### config.mk
export PLATFORM = sky130hd
export DESIGN_NAME = dcc_top
export DESIGN_NICKNAME = d
export VERILOG_FILES = /design/src/rtl/dcc_pkg.sv /design/src/rtl/dcc_pin.sv /design/src/rtl/dcc_top.sv
export SDC_FILE = /design/constraint.sdc
export NUM_CORES = 1
export LEC_CHECK = 0
export BUFFER_PORTS_ARGS = -buffer_cell sky130_fd_sc_hd__buf_4
export CAP_MARGIN = 15
export CORE_AREA = 2 2 92 72
export CTS_BUF_LIST = sky130_fd_sc_hd__clkbuf_4 sky130_fd_sc_hd__clkbuf_8
export CTS_CLUSTER_SIZE = 20
export DETAILED_ROUTE_END_ITERATION = 7
export DIE_AREA = 0 0 94 74
export PLACE_DENSITY = 0.76
export SYNTH_ARGS = -nofsm -noshare
export SYNTH_HDL_FRONTEND = slang
export SYNTH_HIERARCHICAL = 1
export SYNTH_SLANG_ARGS = --single-unit
### constraint.sdc
create_clock -name clk_i -period 1.52 [get_ports clk_i]
set_clock_uncertainty 0.15 [all_clocks]
set_input_delay 0.076 -clock clk_i [delete_from_list [all_inputs] [get_ports clk_i]]
set_output_delay 0.076 -clock clk_i [all_outputs]
set_load 0.02 [all_outputs]
### src/rtl/dcc_pkg.sv
// Shared constants and types of the 10-bit converter code control
package dcc_pkg;

   // ****************************************************************
   // Widths
   // ****************************************************************
   localparam int          ADR_W      = 8;
   localparam int          CODE_W     = 10;
   localparam int          PIN_N      = 2;

   // ****************************************************************
   // Register offsets (byte addresses, one word each)
   // ****************************************************************
   localparam logic [7:0]  OFF_CTRL   = 8'h00;
   localparam logic [7:0]  OFF_HIGH   = 8'h04;
   localparam logic [7:0]  OFF_LOW    = 8'h08;
   localparam logic [7:0]  OFF_LOAD   = 8'h0c;
   localparam logic [7:0]  OFF_STATUS = 8'h10;
   localparam logic [7:0]  OFF_ACTIVE = 8'h14;

   // ****************************************************************
   // Field positions
   // ****************************************************************
   localparam int          LOAD_BIT   = 0;
   localparam int          ST_LOAD    = 0;
   localparam int          ST_ON      = 1;
   localparam int          ST_RSVD    = 2;
   localparam int          LJ_LOW_MSB = 7;
   localparam int          LJ_LOW_LSB = 6;
   localparam int          RJ_HIGH_W  = 2;

   // ****************************************************************
   // Reset values
   // ****************************************************************
   localparam logic [7:0]  CTRL_RST   = 8'h00;
   localparam logic [7:0]  BYTE_RST   = 8'h00;
   localparam logic [9:0]  CODE_RST   = 10'h000;

   // ****************************************************************
   // Source selects and carriers
   // ****************************************************************
   typedef enum logic [1:0] {
      POS_SUPPLY  = 2'h0,
      POS_EXT_REF = 2'h1,
      POS_FIXED   = 2'h2,
      POS_RSVD    = 2'h3
   } dcc_pos_src_e;

   typedef enum logic [1:0] {
      NEG_AGND    = 2'h0,
      NEG_PIN0    = 2'h1,
      NEG_PIN1    = 2'h2,
      NEG_RSVD    = 2'h3
   } dcc_neg_src_e;

   typedef struct packed {
      logic         en;
      logic         justify_format;
      logic         pin1_output_enable;
      logic         pin2_output_enable;
      dcc_pos_src_e positive_source_select;
      dcc_neg_src_e negative_source_select;
   } dcc_ctrl_s;

   typedef struct packed {
      logic [9:0]   level;
      logic         on;
      dcc_pos_src_e pos_src;
      dcc_neg_src_e neg_src;
   } dcc_level_s;

endpackage

### src/rtl/dcc_pin.sv
// Digital pad override for one converter output pin
module dcc_pin (
   // Clock and reset
   input  wire logic clk_i,
   input  wire logic rst_i,
   // Analog selection
   input  wire logic analog_sel_i,
   // Port logic side
   input  wire logic gpio_out_i,
   input  wire logic gpio_oe_i,
   output logic      gpio_in_o,
   // Pad side
   input  wire logic pad_in_i,
   output logic      pad_out_o,
   output logic      pad_oe_o,
   output logic      pad_ibuf_en_o
);

   // ****************************************************************
   // Driver and input detector override
   // ****************************************************************
   always_ff @(posedge clk_i) begin
      if (rst_i) begin
         pad_out_o     <= 1'b0;
         pad_oe_o      <= 1'b0;
         pad_ibuf_en_o <= 1'b1;
         gpio_in_o     <= 1'b0;
      end else begin
         // Analog use kills the driver and the threshold detector
         pad_out_o     <= gpio_out_i & ~analog_sel_i;
         pad_oe_o      <= gpio_oe_i & ~analog_sel_i;
         pad_ibuf_en_o <= ~analog_sel_i;
         gpio_in_o     <= pad_in_i & ~analog_sel_i;
      end
   end

endmodule

### src/rtl/dcc_top.sv
// Wishbone-controlled code and pin logic of a 10-bit reference converter
module dcc_top #(
   parameter bit HAS_NEG1 = 1'b0
) (
   // Clock and reset
   input  wire logic                 clk_i,
   input  wire logic                 rst_i,
   // Wishbone slave
   input  wire logic                 wb_cyc_i,
   input  wire logic                 wb_stb_i,
   input  wire logic                 wb_we_i,
   input  wire logic [7:0]           wb_adr_i,
   input  wire logic [3:0]           wb_sel_i,
   input  wire logic [31:0]          wb_dat_i,
   output logic      [31:0]          wb_dat_o,
   output logic                      wb_ack_o,
   // Internal consumers
   output dcc_pkg::dcc_level_s       level_o,
   // Analog pin switches
   output logic      [1:0]           analog_out_pin_o,
   // Port logic side of the two pins
   input  wire logic [1:0]           gpio_out_i,
   input  wire logic [1:0]           gpio_oe_i,
   output logic      [1:0]           gpio_in_o,
   // Pads
   input  wire logic [1:0]           pad_in_i,
   output logic      [1:0]           pad_out_o,
   output logic      [1:0]           pad_oe_o,
   output logic      [1:0]           pad_ibuf_en_o
);

   // ****************************************************************
   // Declarations
   // ****************************************************************
   dcc_pkg::dcc_ctrl_s ctrl_q;
   logic [7:0]         high_q;
   logic [7:0]         low_q;
   logic               load_q;
   logic [9:0]         active_q;
   logic               ack_q;
   logic [31:0]        dat_q;
   logic               req_w;
   logic               acc_w;
   logic               wr_w;
   logic [9:0]         code_w;
   logic               rsvd_w;
   logic [1:0]         pin_sel_w;

   // ****************************************************************
   // Helpers
   // ****************************************************************
   function automatic logic hit(input logic [7:0] adr,
                                input logic [7:0] off);
      hit = (adr == off);
   endfunction

   // Unused bits of a byte depend on the format in force
   function automatic logic [7:0] mask_byte(input logic       is_high,
                                            input logic       fmt,
                                            input logic [7:0] val);
      logic [7:0] m;
      m = 8'hff;
      if (is_high && !fmt)
         m = 8'h03;
      if (!is_high && fmt)
         m = 8'hc0;
      mask_byte = val & m;
   endfunction

   // ****************************************************************
   // Bus handshake
   // ****************************************************************
   assign req_w = wb_cyc_i & wb_stb_i;
   // Writes land on the edge where the master sees ack
   assign acc_w = req_w & ack_q;
   assign wr_w  = acc_w & wb_we_i & wb_sel_i[0];

   always_ff @(posedge clk_i) begin
      if (rst_i) begin
         ack_q <= 1'b0;
      end else begin
         ack_q <= req_w & ~ack_q;
      end
   end

   assign wb_ack_o = ack_q;
   assign wb_dat_o = dat_q;

   // ****************************************************************
   // Control register
   // ****************************************************************
   // Only a write or reset moves it; sleep and wake have no path here
   always_ff @(posedge clk_i) begin
      if (rst_i) begin
         ctrl_q <= dcc_pkg::dcc_ctrl_s'(dcc_pkg::CTRL_RST);
      end else if (wr_w && hit(wb_adr_i, dcc_pkg::OFF_CTRL)) begin
         ctrl_q <= dcc_pkg::dcc_ctrl_s'(wb_dat_i[7:0]);
      end
   end

   // ****************************************************************
   // Code bytes
   // ****************************************************************
   always_ff @(posedge clk_i) begin
      if (rst_i) begin
         high_q <= dcc_pkg::BYTE_RST;
      end else if (wr_w && hit(wb_adr_i, dcc_pkg::OFF_HIGH)) begin
         high_q <= mask_byte(1'b1, ctrl_q.justify_format,
                             wb_dat_i[7:0]);
      end
   end

   always_ff @(posedge clk_i) begin
      if (rst_i) begin
         low_q <= dcc_pkg::BYTE_RST;
      end else if (wr_w && hit(wb_adr_i, dcc_pkg::OFF_LOW)) begin
         low_q <= mask_byte(1'b0, ctrl_q.justify_format,
                            wb_dat_i[7:0]);
      end
   end

   // Assemble the ten-bit word from the two bytes
   always_comb begin
      if (ctrl_q.justify_format) begin
         code_w = {high_q,
                   low_q[dcc_pkg::LJ_LOW_MSB:dcc_pkg::LJ_LOW_LSB]};
      end else begin
         code_w = {high_q[dcc_pkg::RJ_HIGH_W-1:0], low_q};
      end
   end

   // ****************************************************************
   // Load strobe and active buffer
   // ****************************************************************
   always_ff @(posedge clk_i) begin
      if (rst_i) begin
         load_q <= 1'b0;
      end else if (wr_w && hit(wb_adr_i, dcc_pkg::OFF_LOAD) &&
                   wb_dat_i[dcc_pkg::LOAD_BIT]) begin
         load_q <= 1'b1;
      end else begin
         // A zero write leaves it low; a set one drops after transfer
         load_q <= 1'b0;
      end
   end

   // Ten bits move on one edge, so no glitch through a half code
   always_ff @(posedge clk_i) begin
      if (rst_i) begin
         active_q <= dcc_pkg::CODE_RST;
      end else if (load_q) begin
         active_q <= code_w;
      end
   end

   // ****************************************************************
   // Source select check
   // ****************************************************************
   // Reserved codes are passed through; only flagged for software
   always_comb begin
      rsvd_w = (ctrl_q.positive_source_select == dcc_pkg::POS_RSVD) ||
               (ctrl_q.negative_source_select == dcc_pkg::NEG_RSVD);
      if (ctrl_q.negative_source_select == dcc_pkg::NEG_PIN1 && !HAS_NEG1)
         rsvd_w = 1'b1;
   end

   // ****************************************************************
   // Read data
   // ****************************************************************
   always_ff @(posedge clk_i) begin
      if (rst_i) begin
         dat_q <= 32'h0000_0000;
      end else if (req_w && !ack_q) begin
         dat_q <= 32'h0000_0000;
         case (wb_adr_i)
            dcc_pkg::OFF_CTRL:
               dat_q[7:0] <= ctrl_q;
            dcc_pkg::OFF_HIGH:
               dat_q[7:0] <= mask_byte(1'b1, ctrl_q.justify_format, high_q);
            dcc_pkg::OFF_LOW:
               dat_q[7:0] <= mask_byte(1'b0, ctrl_q.justify_format,
                                       low_q);
            dcc_pkg::OFF_LOAD:
               dat_q[dcc_pkg::LOAD_BIT] <= load_q;
            dcc_pkg::OFF_STATUS: begin
               dat_q[dcc_pkg::ST_LOAD] <= load_q;
               dat_q[dcc_pkg::ST_ON]   <= ctrl_q.en;
               dat_q[dcc_pkg::ST_RSVD] <= rsvd_w;
            end
            dcc_pkg::OFF_ACTIVE:
               dat_q[9:0] <= active_q;
            default:
               dat_q <= 32'h0000_0000;
         endcase
      end
   end

   // ****************************************************************
   // Converter outputs
   // ****************************************************************
   // Consumers see the level whatever the pin enables say
   assign level_o.level = active_q;
   assign level_o.on    = ctrl_q.en;
   assign level_o.pos_src = ctrl_q.positive_source_select;
   assign level_o.neg_src = ctrl_q.negative_source_select;

   assign pin_sel_w[0]     = ctrl_q.pin1_output_enable;
   assign pin_sel_w[1]     = ctrl_q.pin2_output_enable;
   assign analog_out_pin_o = pin_sel_w;

   // ****************************************************************
   // Pin overrides
   // ****************************************************************
   for (genvar g = 0; g < dcc_pkg::PIN_N; g++) begin : g_pin
      dcc_pin u_pin (
         .clk_i         (clk_i),
         .rst_i         (rst_i),
         .analog_sel_i  (pin_sel_w[g]),
         .gpio_out_i    (gpio_out_i[g]),
         .gpio_oe_i     (gpio_oe_i[g]),
         .gpio_in_o     (gpio_in_o[g]),
         .pad_in_i      (pad_in_i[g]),
         .pad_out_o     (pad_out_o[g]),
         .pad_oe_o      (pad_oe_o[g]),
         .pad_ibuf_en_o (pad_ibuf_en_o[g])
      );
   end
endmodule

== After elaboration in Yosys (flattened, before gate mapping) ==
Cells that the tools add are included.
Storage, ports and cells
  register bits after elaboration: 54
  input bits: 55
  output and inout port bits: 58
  logic and storage cells: 75
Operators by class
  equal/unequal tests: 8
  multiplexer cells: 19
  bitwise operators: 18
  reduce and logical (&&, ||, !) cells: 10
Operator list (number)
  two-way mux 8 bit: 11
  AND 8 bit: 4
  one-hot mux 5 bit (4 select lines): 1
  equality test 8 x 4 -> 1 bit, second input constant: 2
  equality test 8 x 5 -> 1 bit, second input constant: 2
  AND 1 bit: 11
  two-way mux 10 bit: 1
  one-hot mux 2 bit (5 select lines): 1
  equality test 8 x 3 -> 1 bit, second input constant: 1
  zero test 8 bit: 1
  equality test 2 bit, second input constant: 3
  logical AND 1 bit: 6
  two-way mux 6 bit: 1
  one-hot mux 1 bit (5 select lines): 1
  NOT 1 bit: 3
  two-way mux 1 bit: 2
  two-way mux 2 bit: 1
  OR reduction 2 bit: 1
  zero test 1 bit: 1
  logical OR 1 bit: 1

== Longest topological paths before layout ==
Gate-level depths: netlist of the first run.
  depth after elaboration: 8
  mapped depth: 7
  mapped depth without buffers: 4

== Modules after synthesis ==
The synthesis of the first run kept the hierarchy.
By module, submodules not included
  dcc_top: times used 1, cells an instance 263, area an instance 2354.8 um^2, seq. area each 920.9 um^2
  dcc_pin: times used 2, cells an instance 8, area an instance 108.9 um^2, seq. area each 80.1 um^2

== Worst setup path after synthesis of the first run ==
No wires, ideal clock.
  path kind: flip-flop to flip-flop
  start point: reg ack_q, in the netlist wb_ack_o
  end point: reg low_q[4]
  library setup time: 0.070 ns
  arrival: 1.506 ns
  required time: 1.300 ns
  setup slack: -0.206 ns
  cell stages (with the launch flop): 6
  path buffers: 1
  clock period less this slack: 1.726 ns
  path through: dfxtp_1 > and4_1 > nand4_2 > buf_6 > or3b_1 > a21oi_1
Between the ends
  cells in the longest elaborated chain, start to end: 4
RTL lines
  start, declared: RTL line dcc_top.sv:40  | logic ack_q;
  start signal, assigned: RTL line dcc_top.sv:82  | ack_q <= req_w & ~ack_q;
  AND 1 bit: RTL line dcc_top.sv:75  | assign acc_w = req_w & ack_q;
  AND 1 bit (2 in series): RTL line dcc_top.sv:76  | assign wr_w = acc_w & wb_we_i & wb_sel_i[0];
  logical AND 1 bit: RTL line dcc_top.sv:116  | end else if (wr_w && hit(wb_adr_i, dcc_pkg::OFF_LOW)) begin
  end signal, assigned: RTL line dcc_top.sv:115  | low_q <= dcc_pkg::BYTE_RST;
  end signal, assigned: RTL line dcc_top.sv:117  | low_q <= mask_byte(1'b0, ctrl_q.justify_format,
  end, declared: RTL line dcc_top.sv:37  | logic [7:0] low_q;
Every way passes these cells.
A chain may end at the register's enable or synchronous reset.

== Worst setup path in the final report of the first run ==
  start point: reg ack_q, in the netlist wb_ack_o
  end point: reg low_q[2]
Same word-level chain as after synthesis.

==> impl_summary.txt, run 1 <==
----------------------------------------------------
[STA]
  RSZ-0062 raised after global routing ... yes
  FMAX ... just under 0.7 GHz
  Hold violation count in the final report ... 0
  Max-slew violation total from the final report ... 0
  Final-report setup violation count ... 0
  Post-layout minimum cycle time ... between 1 and 1.5 ns
  Final TNS setup ... 0 ns
  Final worst path period share ... between 90% and 100%

[Placed design]
  HPWL Detailed ... 5070 um
  GP Congestion ... ~0.84
  # placed instances ... about 420
  Number of I/O port buffers ... 63

[Setup path]
  Dominant delay contributor by cell family on the critical path ... simple AND/OR/NAND/NOR gates
  Critical path cell sequence ... and4_4 -> nand4_4 -> or3b_1 -> a21oi_1
  Crit end category ... flop
  Slowest cell on the critical path ... sky130_fd_sc_hd__or3b_1
  Largest fanout of any net on the critical path ... 6
  Critical path type ... flop to flop
  Count of buffering cells on the critical path with inverters included ... 0
  Arrival @ worst endpoint ... 1.56 ns
  Crit path launch type ... flop
  Required time worst endpoint ... around 1.6 ns
  Maximum cell stage delay along the critical path ... 0.40 ns

[Yosys]
  Top cells by area in the synthesized netlist ... sky130_fd_sc_hd__dfxtp_1, sky130_fd_sc_hd__buf_4, sky130_fd_sc_hd__mux2i_1
  Yosys top cell area share ... between 40% and 50%
  Synthesized-area fraction occupied by adder cells ... 0%
  Dominant combinational cell family by area after synthesis ... simple AND/OR/NAND/NOR gates
  Number of warnings printed during yosys synthesis ... 6
  Count leader, synth ... sky130_fd_sc_hd__dfxtp_1
  Proportion of synthesized flip-flops having asynchronous set or reset ... 0%
  Fraction of synthesized cell area in xor and xnor cells ... 0%
  Dominant register cell in the synthesized netlist ... sky130_fd_sc_hd__dfxtp_1
  Flip-flop and latch count after synthesis ... between 50 and 60
  Multiplexer share of the synthesized area ... slightly above 8%
  Mapped cell area ... about 2600 um^2
  Number of enable flip-flop cells after synthesis ... 0
  Portion of the post-synthesis area used by sequential elements ... 42.0%
  Instance count of the mapped netlist ... around 280
  Leading post-synthesis cells by instance count ... sky130_fd_sc_hd__dfxtp_1, sky130_fd_sc_hd__buf_4, sky130_fd_sc_hd__nor2_1
  Post-synthesis average cell area ... just over 9 um^2
  Fraction of the mapped netlist area in compound gates ... between 10% and 20%
  Cell taking the most area after synthesis ... sky130_fd_sc_hd__dfxtp_1
  Synthesized-area fraction occupied by and/or/nand/nor cells ... 22.8%
  Count of distinct cell types in the synthesized netlist ... 39

[Global routing]
  M2 GR Usage ... about 32%
  Highest-utilization routing layer at the global route stage ... met2
  Routing usage on met3 ... under 10%
  First-pass GRT wire length ... 10500 um
  Number of global-route vias before repair ... between 2000 and 2500
  Met1 Usage GRT ... 26.9%
  Largest net degree at the start of global routing ... 39
  Number of antenna violations at the first check in global routing ... 0
  Overall track demand over capacity in global routing ... 19.7%
  Grt ovf ... 0

[Detailed routing]
  Post-route DRC violation count ... 0
  Drt first pass iters ... 8
  Routed wire length ... 6710 um
  Post-DR vias/cell ... 5.19
  Final routed wire length divided by cell count ... ~15 um
  Final antenna-violating net count ... 0
  Number of vias after detailed routing ... around 2300
  Number of DRC markers after the initial detailed-route iteration ... 250

[CTS]
  Num CTS Buffers ... 5
  Clock tree from TritonCTS ... built
  Htree depth ... 2
  Master cell of the clock root buffer ... sky130_fd_sc_hd__clkbuf_8
  Clock slew seen by the registers of the worst setup and hold paths ... about 0.090 ns
  Sinks on the clock net ... 54
  Buffer levels on the longest clock path ... 2
  Post-CTS setup buffers ... 0
  Insertion delay of the later-clocked pin in the worst-skew pair ... 0.30 ns

[Pwr]
  Overall Power ... 2.72 mW
  Maximum resistive drop on vdd ... 458 uV
  Power density over the cells ... 793 nW/um^2
  Leakage dissipation ... approximately 1.5 nW

[Flow run]
  Max-capacitance violation count ... 0

[Floorplanning]
  Count of boundary I/O pins ... between 100 and 150
  Floorplan die height ... around 74 um
  Die Footprint ... between 6000 and 7000 um^2
  Starting density of the core ... between 40% and 50%
  Core Footprint ... 6100 um^2
  Chip Width ... 94 um
  Total number of placement rows ... 25

[Layout]
  Share of cells above drive strength 1 ... slightly below 30%
  Post-Layout Cell Count ... around 450
  Final net count ... approximately 420
  Utilization after layout ... around 56%
  Synth-to-layout area growth ... 33.2%
  Number of inserted diodes ... 0

[Min path]
  Class of the worst hold path ... primary input to flop

[Status]
  Result of the run ... finished clean

----------------------------------------------------
## cell families after synthesis
group	after synthesis
AOI/OAI and AO/OA	56
and+or+nand+nor	101
other	1
muxes	21
DFF	54
buffers and inverters	46
## layout by cell type (no fill, tap or decap), types with 2 or more instances in the layout
| cell | n |
|---|---|
| sky130_fd_sc_hd__or3b_1 | 5 |
| sky130_fd_sc_hd__nand2_1 | 26 |
| sky130_fd_sc_hd__nand2b_1 | 3 |
| sky130_fd_sc_hd__buf_4 | 87 |
| sky130_fd_sc_hd__o21ai_1 | 5 |
| sky130_fd_sc_hd__clkbuf_8 | 6 |
| sky130_fd_sc_hd__and2_1 | 4 |
| sky130_fd_sc_hd__a31oi_1 | 3 |
| sky130_fd_sc_hd__dlygate4sd3_1 | 15 |
| sky130_fd_sc_hd__nand3_1 | 8 |
| sky130_fd_sc_hd__a22o_1 | 6 |
| sky130_fd_sc_hd__nor2_1 | 28 |
| sky130_fd_sc_hd__nor3_1 | 2 |
| sky130_fd_sc_hd__conb_1 | 22 |
| sky130_fd_sc_hd__nand4_2 | 2 |
| sky130_fd_sc_hd__a211oi_1 | 11 |
| sky130_fd_sc_hd__a222oi_1 | 5 |
| sky130_fd_sc_hd__dfxtp_1 | 52 |
| sky130_fd_sc_hd__a21oi_1 | 17 |
| sky130_fd_sc_hd__and3_1 | 2 |
| sky130_fd_sc_hd__nand4_1 | 4 |
| sky130_fd_sc_hd__and3b_1 | 3 |
| sky130_fd_sc_hd__mux2i_1 | 19 |
| sky130_fd_sc_hd__a32oi_1 | 3 |
| sky130_fd_sc_hd__mux2_2 | 2 |
| sky130_fd_sc_hd__nor3b_1 | 6 |
| sky130_fd_sc_hd__nor4b_4 | 2 |
## worst paths after layout
check,end,slack [ns],start,cells past startpoint
setup / recovery,low_q[2],0.04,wb_ack_o,4
hold / removal,wb_dat_o[0],0.03,wb_adr_i[3],4
setup reg to reg,low_q[2],0.04,wb_ack_o,4
hold reg to reg,wb_dat_o[6],0.30,wb_dat_o[6],2
## layer usage
layer | vias to the layer above | wire length (um)
met1 | 1101 | 3020
li1 | 1132 | -
met3 | 4 | 416
met2 | 84 | 3230
met4 | 0 | 40
met5 | - | 0
## report_power, final
| group | internal [mW] | leakage (nW) | switching, mW |
|---|---|---|---|
| clock | 0.527 | 0.0573 | 0.446 |
| combinational | 0.134 | 0.964 | 0.176 |
| sequential | 1.43 | 0.438 | 0.00606 |
## worst reg2reg max path: cells and delay by family, from the launching register on
kind / cells / cell delay, ns
flip-flops: 1 / 0.36
AO/OA/AOI/OAI: 1 / 0.13
AND/OR/NAND/NOR: 3 / 0.77
## timing repair
item                                   4_1_cts  5_1_grt
hold buffers                                15        0
gates cloned                                 1        0
endpoints found under the hold margin       40        0
setup endpoints to repair                    1       12
pin swaps                                    0        6
resized for setup                            0        2
## state kept, by name (all words and copies together) (netlist names)
name	count
g_pin.u_pin/pad_ibuf_en_o	2
load_q	1
wb_dat_o	10
low_q	8
level_o	5
ctrl_q	1
high_q	8
active_q	10
analog_out_pin_o	2
g_pin.u_pin/pad_out_o	2
g_pin.u_pin/gpio_in_o	2
wb_ack_o	1
g_pin.u_pin/pad_oe_o	2
## through the flow
step | worst slack (ns) | instance area [um^2] | hold WS, ns
after floorplan | 0.00485 | 2670 | 0.00180
after global placement | -0.0719 | 3150 | 0.180
after detailed placement | -0.121 | 3150 | 0.191
after CTS | 0.0351 | 3420 | 0.0296
after global routing | -0.0268 | 3430 | 0.0340
final | 0.0440 | 3430 | 0.0302
## final cells by class
type / count / area [um^2]
fillers: 553 / 2670
multi-input cells: 201 / 1290
flip-flops and latches: 54 / 1090
repair buffers: 104 / 835
well taps: 81 / 101
clock buffers: 6 / 82.6
clock inverters: 1 / 30.0
Note: power is estimated with default switching activity, not from simulation.
==> inputs of run 2 (changes only) <==
--- a/config.mk
+++ b/config.mk
@@ -7,12 +7,14 @@
 export LEC_CHECK = 0
 export BUFFER_PORTS_ARGS = -buffer_cell sky130_fd_sc_hd__buf_4
 export CAP_MARGIN = 15
-export CORE_AREA = 2 2 92 72
+export CELL_PAD_IN_SITES_DETAIL_PLACEMENT = 1
+export CELL_PAD_IN_SITES_GLOBAL_PLACEMENT = 2
+export CORE_AREA = 2 2 121 93
 export CTS_BUF_LIST = sky130_fd_sc_hd__clkbuf_4 sky130_fd_sc_hd__clkbuf_8
 export CTS_CLUSTER_SIZE = 20
 export DETAILED_ROUTE_END_ITERATION = 7
-export DIE_AREA = 0 0 94 74
-export PLACE_DENSITY = 0.76
+export DIE_AREA = 0 0 123 95
+export PLACE_DENSITY_LB_ADDON = 0.1
 export SYNTH_ARGS = -nofsm -noshare
 export SYNTH_HDL_FRONTEND = slang
 export SYNTH_HIERARCHICAL = 1
==> impl_summary.txt, run 2 (same netlist as run 1, synthesis figures left out) <==
----------------------------------------------------
[STA]
  Final-report setup violation count ... 0
  Post-layout minimum cycle time ... between 1 and 1.5 ns
  FMAX ... ~0.67 GHz
  Hold violation count in the final report ... 0
  RSZ-0062 raised after global routing ... yes
  Final worst path period share ... 98.5%
  Max-slew violation total from the final report ... 0

[Layout]
  Number of inserted diodes ... 0
  Fin area ... between 3000 and 4000 um^2
  Post-Layout Cell Count ... between 500 and 600
  Most common library cell in the layout ignoring fill and taps ... sky130_fd_sc_hd__buf_4
  Utilization after layout ... about a third
  Number of filler cells placed in the layout ... 1251
  Share of cells above drive strength 1 ... between 30% and 40%
  Final net count ... 435
  Synth-to-layout area growth ... 40.7%
  Most frequent cells in the layout ... sky130_fd_sc_hd__buf_4, sky130_fd_sc_hd__dfxtp_1, sky130_fd_sc_hd__nor2_1, sky130_fd_sc_hd__nand2_1, sky130_fd_sc_hd__conb_1

[Setup path]
  Slowest cell on the critical path ... sky130_fd_sc_hd__or3b_1
  Crit path launch type ... flop
  Critical path type ... flop to flop
  RR Endpoint ... low_q[3]
  Worst Reg2Reg Path Length in Cells ... 4
  Crit end category ... flop
  Required time worst endpoint ... 1.61 ns
  Arrival @ worst endpoint ... roughly 1.6 ns
  Largest fanout of any net on the critical path ... 6
  Reg2Reg Launch Point ... wb_ack_o
  Critical path cell sequence ... and4_4 -> nand4_4 -> or3b_1 -> a21oi_1
  Maximum cell stage delay along the critical path ... about 0.37 ns
  Register-to-register path setup slack ... 0.02 ns

[Global routing]
  Grt ovf ... 0
  First-pass GRT wire length ... ~13000 um
  Largest net degree at the start of global routing ... 40
  Number of global-route vias before repair ... ~2200
  Number of antenna violations at the first check in global routing ... 0
  Overall track demand over capacity in global routing ... 15.2%

[Floorplanning]
  Die Footprint ... 11700 um^2
  Starting density of the core ... between 20% and 30%
  Count of boundary I/O pins ... about 110
  Total number of placement rows ... 33
  Core Footprint ... 10700 um^2
  Floorplan die height ... ~95 um
  Chip Width ... about 120 um

[Pwr]
  Part of the power in the clock network ... about 37%
  Combinational share of power ... about an eighth
  P_sw ... 0.678 mW
  Power Internal ... 2.10 mW
  Sequential Power Share ... between 50 and 60%
  Power density over the cells ... 767 nW/um^2
  Maximum resistive drop on vdd ... 286 uV
  Sw Share ... 24.4%
  Leakage dissipation ... approximately 1.5 nW

[CTS]
  Buffer levels on the longest clock path ... 2
  Master cell of the clock root buffer ... sky130_fd_sc_hd__clkbuf_8
  Num CTS Buffers ... 5
  Htree depth ... 2
  Clock tree from TritonCTS ... built
  Sinks on the clock net ... 54
  Clock slew seen by the registers of the worst setup and hold paths ... approximately 0.10 ns
  Insertion delay of the later-clocked pin in the worst-skew pair ... about 0.31 ns

[Placed design]
  Number of I/O port buffers ... 63
  HPWL Detailed ... 6540 um
  GP Congestion ... ~0.77
  Area post-placement ... 3290 um^2
  # placed instances ... a little under 500

[Detailed routing]
  Final antenna-violating net count ... 0
  Post-route DRC violation count ... 0
  Routed wire length ... 8790 um
  Drt first pass iters ... 4
  Post-DR vias/cell ... 4.50
  Final routed wire length divided by cell count ... 16.9 um
  Number of DRC markers after the initial detailed-route iteration ... 93
  Number of vias after detailed routing ... between 2000 and 2500

[Min path]
  Cells on Worst Hold Path ... 4
  Class of the worst hold path ... primary input to flop
  WHS Endpoint ... load_q
  Hold Startpoint ... wb_adr_i[2]

[Status]
  Result of the run ... finished clean

[Flow run]
  Max-capacitance violation count ... 0

----------------------------------------------------
==> run 2: cell count changes in the layout (fill, tap and decap cells not counted), sizes merged <==
cell / change
buf: +14
==> run 2: stage by stage <==
stage	setup TNS, ns	total power [mW]	worst slack [ns]	hold slack [ns]
finish	0	2.78	0.0232	0.0687
global route	-0.111	2.89	-0.0352	0.0629
CTS	0	2.82	0.00332	0.0466
detailed placement	-1.20	1.76	-0.117	0.184
global placement	-0.895	1.76	-0.0941	0.179
floorplan	0	1.65	0.00485	0.00180
==> run 2: layout make-up <==
| cell class | count | area (um^2) | share of cell area (%) |
|---|---|---|---|
| Multi-Input combinational cell | 201 | 1310 | 36.2 |
| Tap cell | 140 | 175 | 4.84 |
| Clock inverter | 1 | 30.0 | 0.830 |
| Sequential cell | 54 | 1080 | 30.0 |
| Clock buffer | 6 | 82.6 | 2.28 |
| Timing Repair Buffer | 118 | 935 | 25.8 |
==> run 2: worst max-delay path: cells and delay by family (launching register included) <==
family             cells  cell delay [ns]
DFF                    1             0.35
AOI/OAI and AO/OA      1             0.14
and+or+nand+nor        3             0.78
==> run 2: how the worst max path moves through the flow <==
stage / startpoint / endpoint / depth (start not counted)
6_report: wb_ack_o / low_q[3] / 4
5_1_grt: wb_ack_o / low_q[2] / 4
4_1_cts: wb_ack_o / low_q[0] / 5
3_5_place_dp: wb_adr_i[5] / low_q[3] / 6
3_3_place_gp: wb_adr_i[5] / low_q[1] / 6
2_1_floorplan: wb_ack_o / low_q[4] / 5
==> run 2: routing by layer <==
layer	GRT usage, %	routed length [um]	part of all wire [%]
met5	0	0	0
met4	2.84	60	0.68
met3	2.90	343	3.9
met2	22.3	3810	43
met1	22.9	4570	52
==> run 2: power groups by stage <==
stage                     registers (mW)  logic, mW  clock network (mW)
final                               1.43      0.330                1.01
after global routing                1.43      0.355                1.11
after CTS                           1.43      0.324                1.07
after detailed placement            1.47      0.291                   0
after global placement              1.47      0.291                   0
after floorplan                     1.48      0.162                   0
==> run 2: repair_timing <==
action,4_1_cts,5_1_grt
setup endpoints to repair,8,12
endpoints found under the hold margin,39,0
hold buffers,15,0
pin swaps,1,0
cloned,1,0
buffers inserted,1,2
gates resized for setup,0,7
==> inputs of run 3 (changes only) <==
--- a/config.mk
+++ b/config.mk
@@ -9,13 +9,12 @@
 export CAP_MARGIN = 15
 export CELL_PAD_IN_SITES_DETAIL_PLACEMENT = 1
 export CELL_PAD_IN_SITES_GLOBAL_PLACEMENT = 2
-export CORE_AREA = 2 2 121 93
+export CORE_AREA = 2 2 123 95
 export CTS_BUF_LIST = sky130_fd_sc_hd__clkbuf_4 sky130_fd_sc_hd__clkbuf_8
 export CTS_CLUSTER_SIZE = 20
 export DETAILED_ROUTE_END_ITERATION = 7
-export DIE_AREA = 0 0 123 95
+export DIE_AREA = 0 0 125 97
 export PLACE_DENSITY_LB_ADDON = 0.1
 export SYNTH_ARGS = -nofsm -noshare
 export SYNTH_HDL_FRONTEND = slang
-export SYNTH_HIERARCHICAL = 1
 export SYNTH_SLANG_ARGS = --single-unit
==> constraint.sdc (replaced) <==
create_clock -name clk_i -period 1.52 [get_ports clk_i]
set_clock_uncertainty 0.15 [all_clocks]
set_input_delay 0.304 -clock clk_i [delete_from_list [all_inputs] [get_ports clk_i]]
set_output_delay 0.304 -clock clk_i [all_outputs]
set_load 0.02 [all_outputs]
==> impl_summary.txt, run 3 <==
----------------------------------------------------
[Setup path]
  Critical path cell sequence ... buf_8 -> or4b_4 -> or4_4 -> nand2_1 -> a21oi_1
  Crit end category ... flop
  Largest fanout of any net on the critical path ... 8
  Slowest cell on the critical path ... sky130_fd_sc_hd__or4_4
  Crit path launch type ... primary input
  Maximum cell stage delay along the critical path ... approximately 0.61 ns
  Register-to-register path setup slack ... around 0.03 ns
  Required time worst endpoint ... roughly 1.6 ns
  Reg2Reg Launch Point ... wb_ack_o
  Arrival @ worst endpoint ... approximately 1.7 ns
  Critical path type ... primary input to flop
  RR Endpoint ... low_q[1]
  Worst Reg2Reg Path Length in Cells ... 4

[Yosys]
  Dominant register cell in the synthesized netlist ... sky130_fd_sc_hd__dfxtp_1
  Cell taking the most area after synthesis ... sky130_fd_sc_hd__dfxtp_1
  Post-synthesis average cell area ... 8.68 um^2
  Portion of the post-synthesis area used by sequential elements ... between 40% and 50%
  Count of distinct cell types in the synthesized netlist ... 43
  Number of enable flip-flop cells after synthesis ... 0
  Instance count of the mapped netlist ... roughly 300
  Leading post-synthesis cells by instance count ... sky130_fd_sc_hd__dfxtp_1, sky130_fd_sc_hd__buf_4, sky130_fd_sc_hd__nor2_1
  Mapped cell area ... approximately 2700 um^2
  Top cells by area in the synthesized netlist ... sky130_fd_sc_hd__dfxtp_1, sky130_fd_sc_hd__buf_4, sky130_fd_sc_hd__mux2i_1
  Proportion of synthesized flip-flops having asynchronous set or reset ... 0%
  Count leader, synth ... sky130_fd_sc_hd__dfxtp_1
  Flip-flop and latch count after synthesis ... 54
  Yosys top cell area share ... 40.4%
  Number of warnings printed during yosys synthesis ... 0

[Min path]
  Hold Startpoint ... pad_in_i[0]
  WHS Endpoint ... g_pin[0].u_pin.gpio_in_o
  Class of the worst hold path ... primary input to flop
  Cells on Worst Hold Path ... 2

[Pwr]
  Maximum resistive drop on vdd ... roughly 350 uV
  Leakage dissipation ... 1.52 nW
  Power density over the cells ... ~690 nW/um^2

[STA]
  Least setup slack across all paths after layout ... -0.167 ns
  Hold violation count in the final report ... 0
  Fin Hold WS ... 0.0379 ns
  RSZ-0062 raised after global routing ... yes
  Final TNS setup ... -1.77 ns
  Final worst path period share ... 111%
  FMAX ... approximately 0.59 GHz
  Max-slew violation total from the final report ... 0
  Post-layout minimum cycle time ... 1.69 ns
  Final-report setup violation count ... 21

[Layout]
  Most common library cell in the layout ignoring fill and taps ... sky130_fd_sc_hd__buf_4
  Share of cells above drive strength 1 ... 40.8%
  Number of inserted diodes ... 0
  Final net count ... between 400 and 500
  Utilization after layout ... between 30% and 40%
  Synth-to-layout area growth ... 42.4%
  Post-Layout Cell Count ... 535
  Number of filler cells placed in the layout ... roughly 1300
  Register cell area after layout ... 1080 um^2
  Most frequent cells in the layout ... sky130_fd_sc_hd__buf_4, sky130_fd_sc_hd__dfxtp_1, sky130_fd_sc_hd__nor2_1, sky130_fd_sc_hd__nand2_1, sky130_fd_sc_hd__conb_1
  Area occupied by multi-input gates ... roughly 1500 um^2

[Detailed routing]
  Post-route DRC violation count ... 0
  Drt first pass iters ... 4
  Final routed wire length divided by cell count ... 17.0 um
  Number of vias after detailed routing ... ~2500
  Number of DRC markers after the initial detailed-route iteration ... 84
  Post-DR vias/cell ... between 4 and 5
  Final antenna-violating net count ... 0
  Routed wire length ... approximately 9100 um

[Global routing]
  Largest net degree at the start of global routing ... 28
  Number of global-route vias before repair ... 2406
  First-pass GRT wire length ... approximately 14000 um
  Overall track demand over capacity in global routing ... 14.9%
  Grt ovf ... 0
  Number of antenna violations at the first check in global routing ... 0

[Placed design]
  Number of I/O port buffers ... 63
  GP Congestion ... 0.790
  HPWL Detailed ... just over 7000 um
  # placed instances ... approximately 520

[CTS]
  Master cell of the clock root buffer ... sky130_fd_sc_hd__clkbuf_8
  Htree depth ... 2
  Num CTS Buffers ... 5
  Buffer levels on the longest clock path ... 2
  Sinks on the clock net ... 54
  Clock slew seen by the registers of the worst setup and hold paths ... 0.09 ns
  Insertion delay of the later-clocked pin in the worst-skew pair ... about 0.31 ns
  Clock tree from TritonCTS ... built

[Floorplanning]
  Die Footprint ... ~12000 um^2
  Chip Width ... 125 um
  Core Footprint ... 10800 um^2
  Floorplan die height ... between 90 and 100 um
  Total number of placement rows ... 33
  Starting density of the core ... between 20% and 30%
  Count of boundary I/O pins ... 113

[Flow run]
  Max-capacitance violation count ... 0

[Status]
  Failing checks ... negative setup slack
  Result of the run ... finished with violations

----------------------------------------------------
## run 3: changes by cell type in the layout (fill, tap and decap cells not counted), sizes merged, moves of 4 or more
cell	previous run	this run
dlygate4sd3	15	0
buf	103	113
a21oi	17	24
a211oi	11	17
nand3b	1	7
nor3b	6	0
a222oi	5	0
nand3	8	13
or3b	5	1
## run 3: cells by family after synthesis
family                 after synthesis  share of synthesized area, %
flip-flops                          54                          40.4
buffers and inverters               56                          13.5
other                                1                         0.140
AND/OR/NAND/NOR                    116                          23.0
AO/OA/AOI/OAI                       64                          16.1
multiplexers                        17                          6.83
## run 3: worst max-delay path, delay by kind of cell
family          cells  cell delay [ns]
simple gates        3             1.29
buf+inv             1             0.09
compound gates      1             0.06
## run 3: timing repair
action | 4_1_cts | 5_1_grt
endpoints found under the hold margin | 0 | 0
pin swaps | 20 | 15
buffers inserted | 2 | 3
resized for setup | 19 | 38
setup endpoints to repair | 27 | 30
hold buffers | 0 | 0
## run 3: through the flow
step / setup slack (ns) / total power, mW / instance area [um^2]
after floorplan: -0.381 / 1.68 / 2800
after global placement: -0.489 / 1.80 / 3430
after detailed placement: -0.513 / 1.81 / 3430
after CTS: -0.155 / 2.64 / 3630
after global routing: -0.183 / 2.76 / 3810
final: -0.167 / 2.63 / 3810
## run 3: layer usage
metal  routed length, um  up-vias  global-route usage [%]
met5                   0        -                       0
met3                 405        5                    2.99
met2                3690       54                    20.4
li1                    -     1212                       -
met4                  52        0                    2.56
met1                4930     1184                    23.8
## run 3: power breakdown
| group | switching, mW | total, mW | internal, mW | leakage [nW] |
|---|---|---|---|---|
| logic | 0.214 | 0.373 | 0.159 | 1.04 |
| registers | 0.00743 | 1.44 | 1.43 | 0.438 |
| clock network | 0.468 | 0.823 | 0.355 | 0.0452 |
| total | 0.690 | 2.63 | 1.94 | 1.52 |
## run 3: worst max-delay path by stage
stage	start	to	slack, ns	depth (start not counted)
after CTS	wb_adr_i[1]	low_q[5]	-0.15	5
after floorplan	wb_adr_i[5]	low_q[0]	-0.38	5
after global placement	wb_adr_i[5]	low_q[2]	-0.49	5
after global routing	wb_adr_i[1]	level_o[2]	-0.18	9
final	wb_adr_i[1]	low_q[1]	-0.17	5
after detailed placement	wb_adr_i[5]	low_q[3]	-0.51	5
## run 3: final cells by class
| type | count | share of cell area (%) |
|---|---|---|
| repair buffers | 113 | 24.4 |
| multi-input cells | 219 | 40.2 |
| flip-flops and latches | 54 | 28.4 |
| clock buffers | 7 | 2.20 |
| inverters | 2 | 0.197 |
| well taps | 140 | 4.60 |
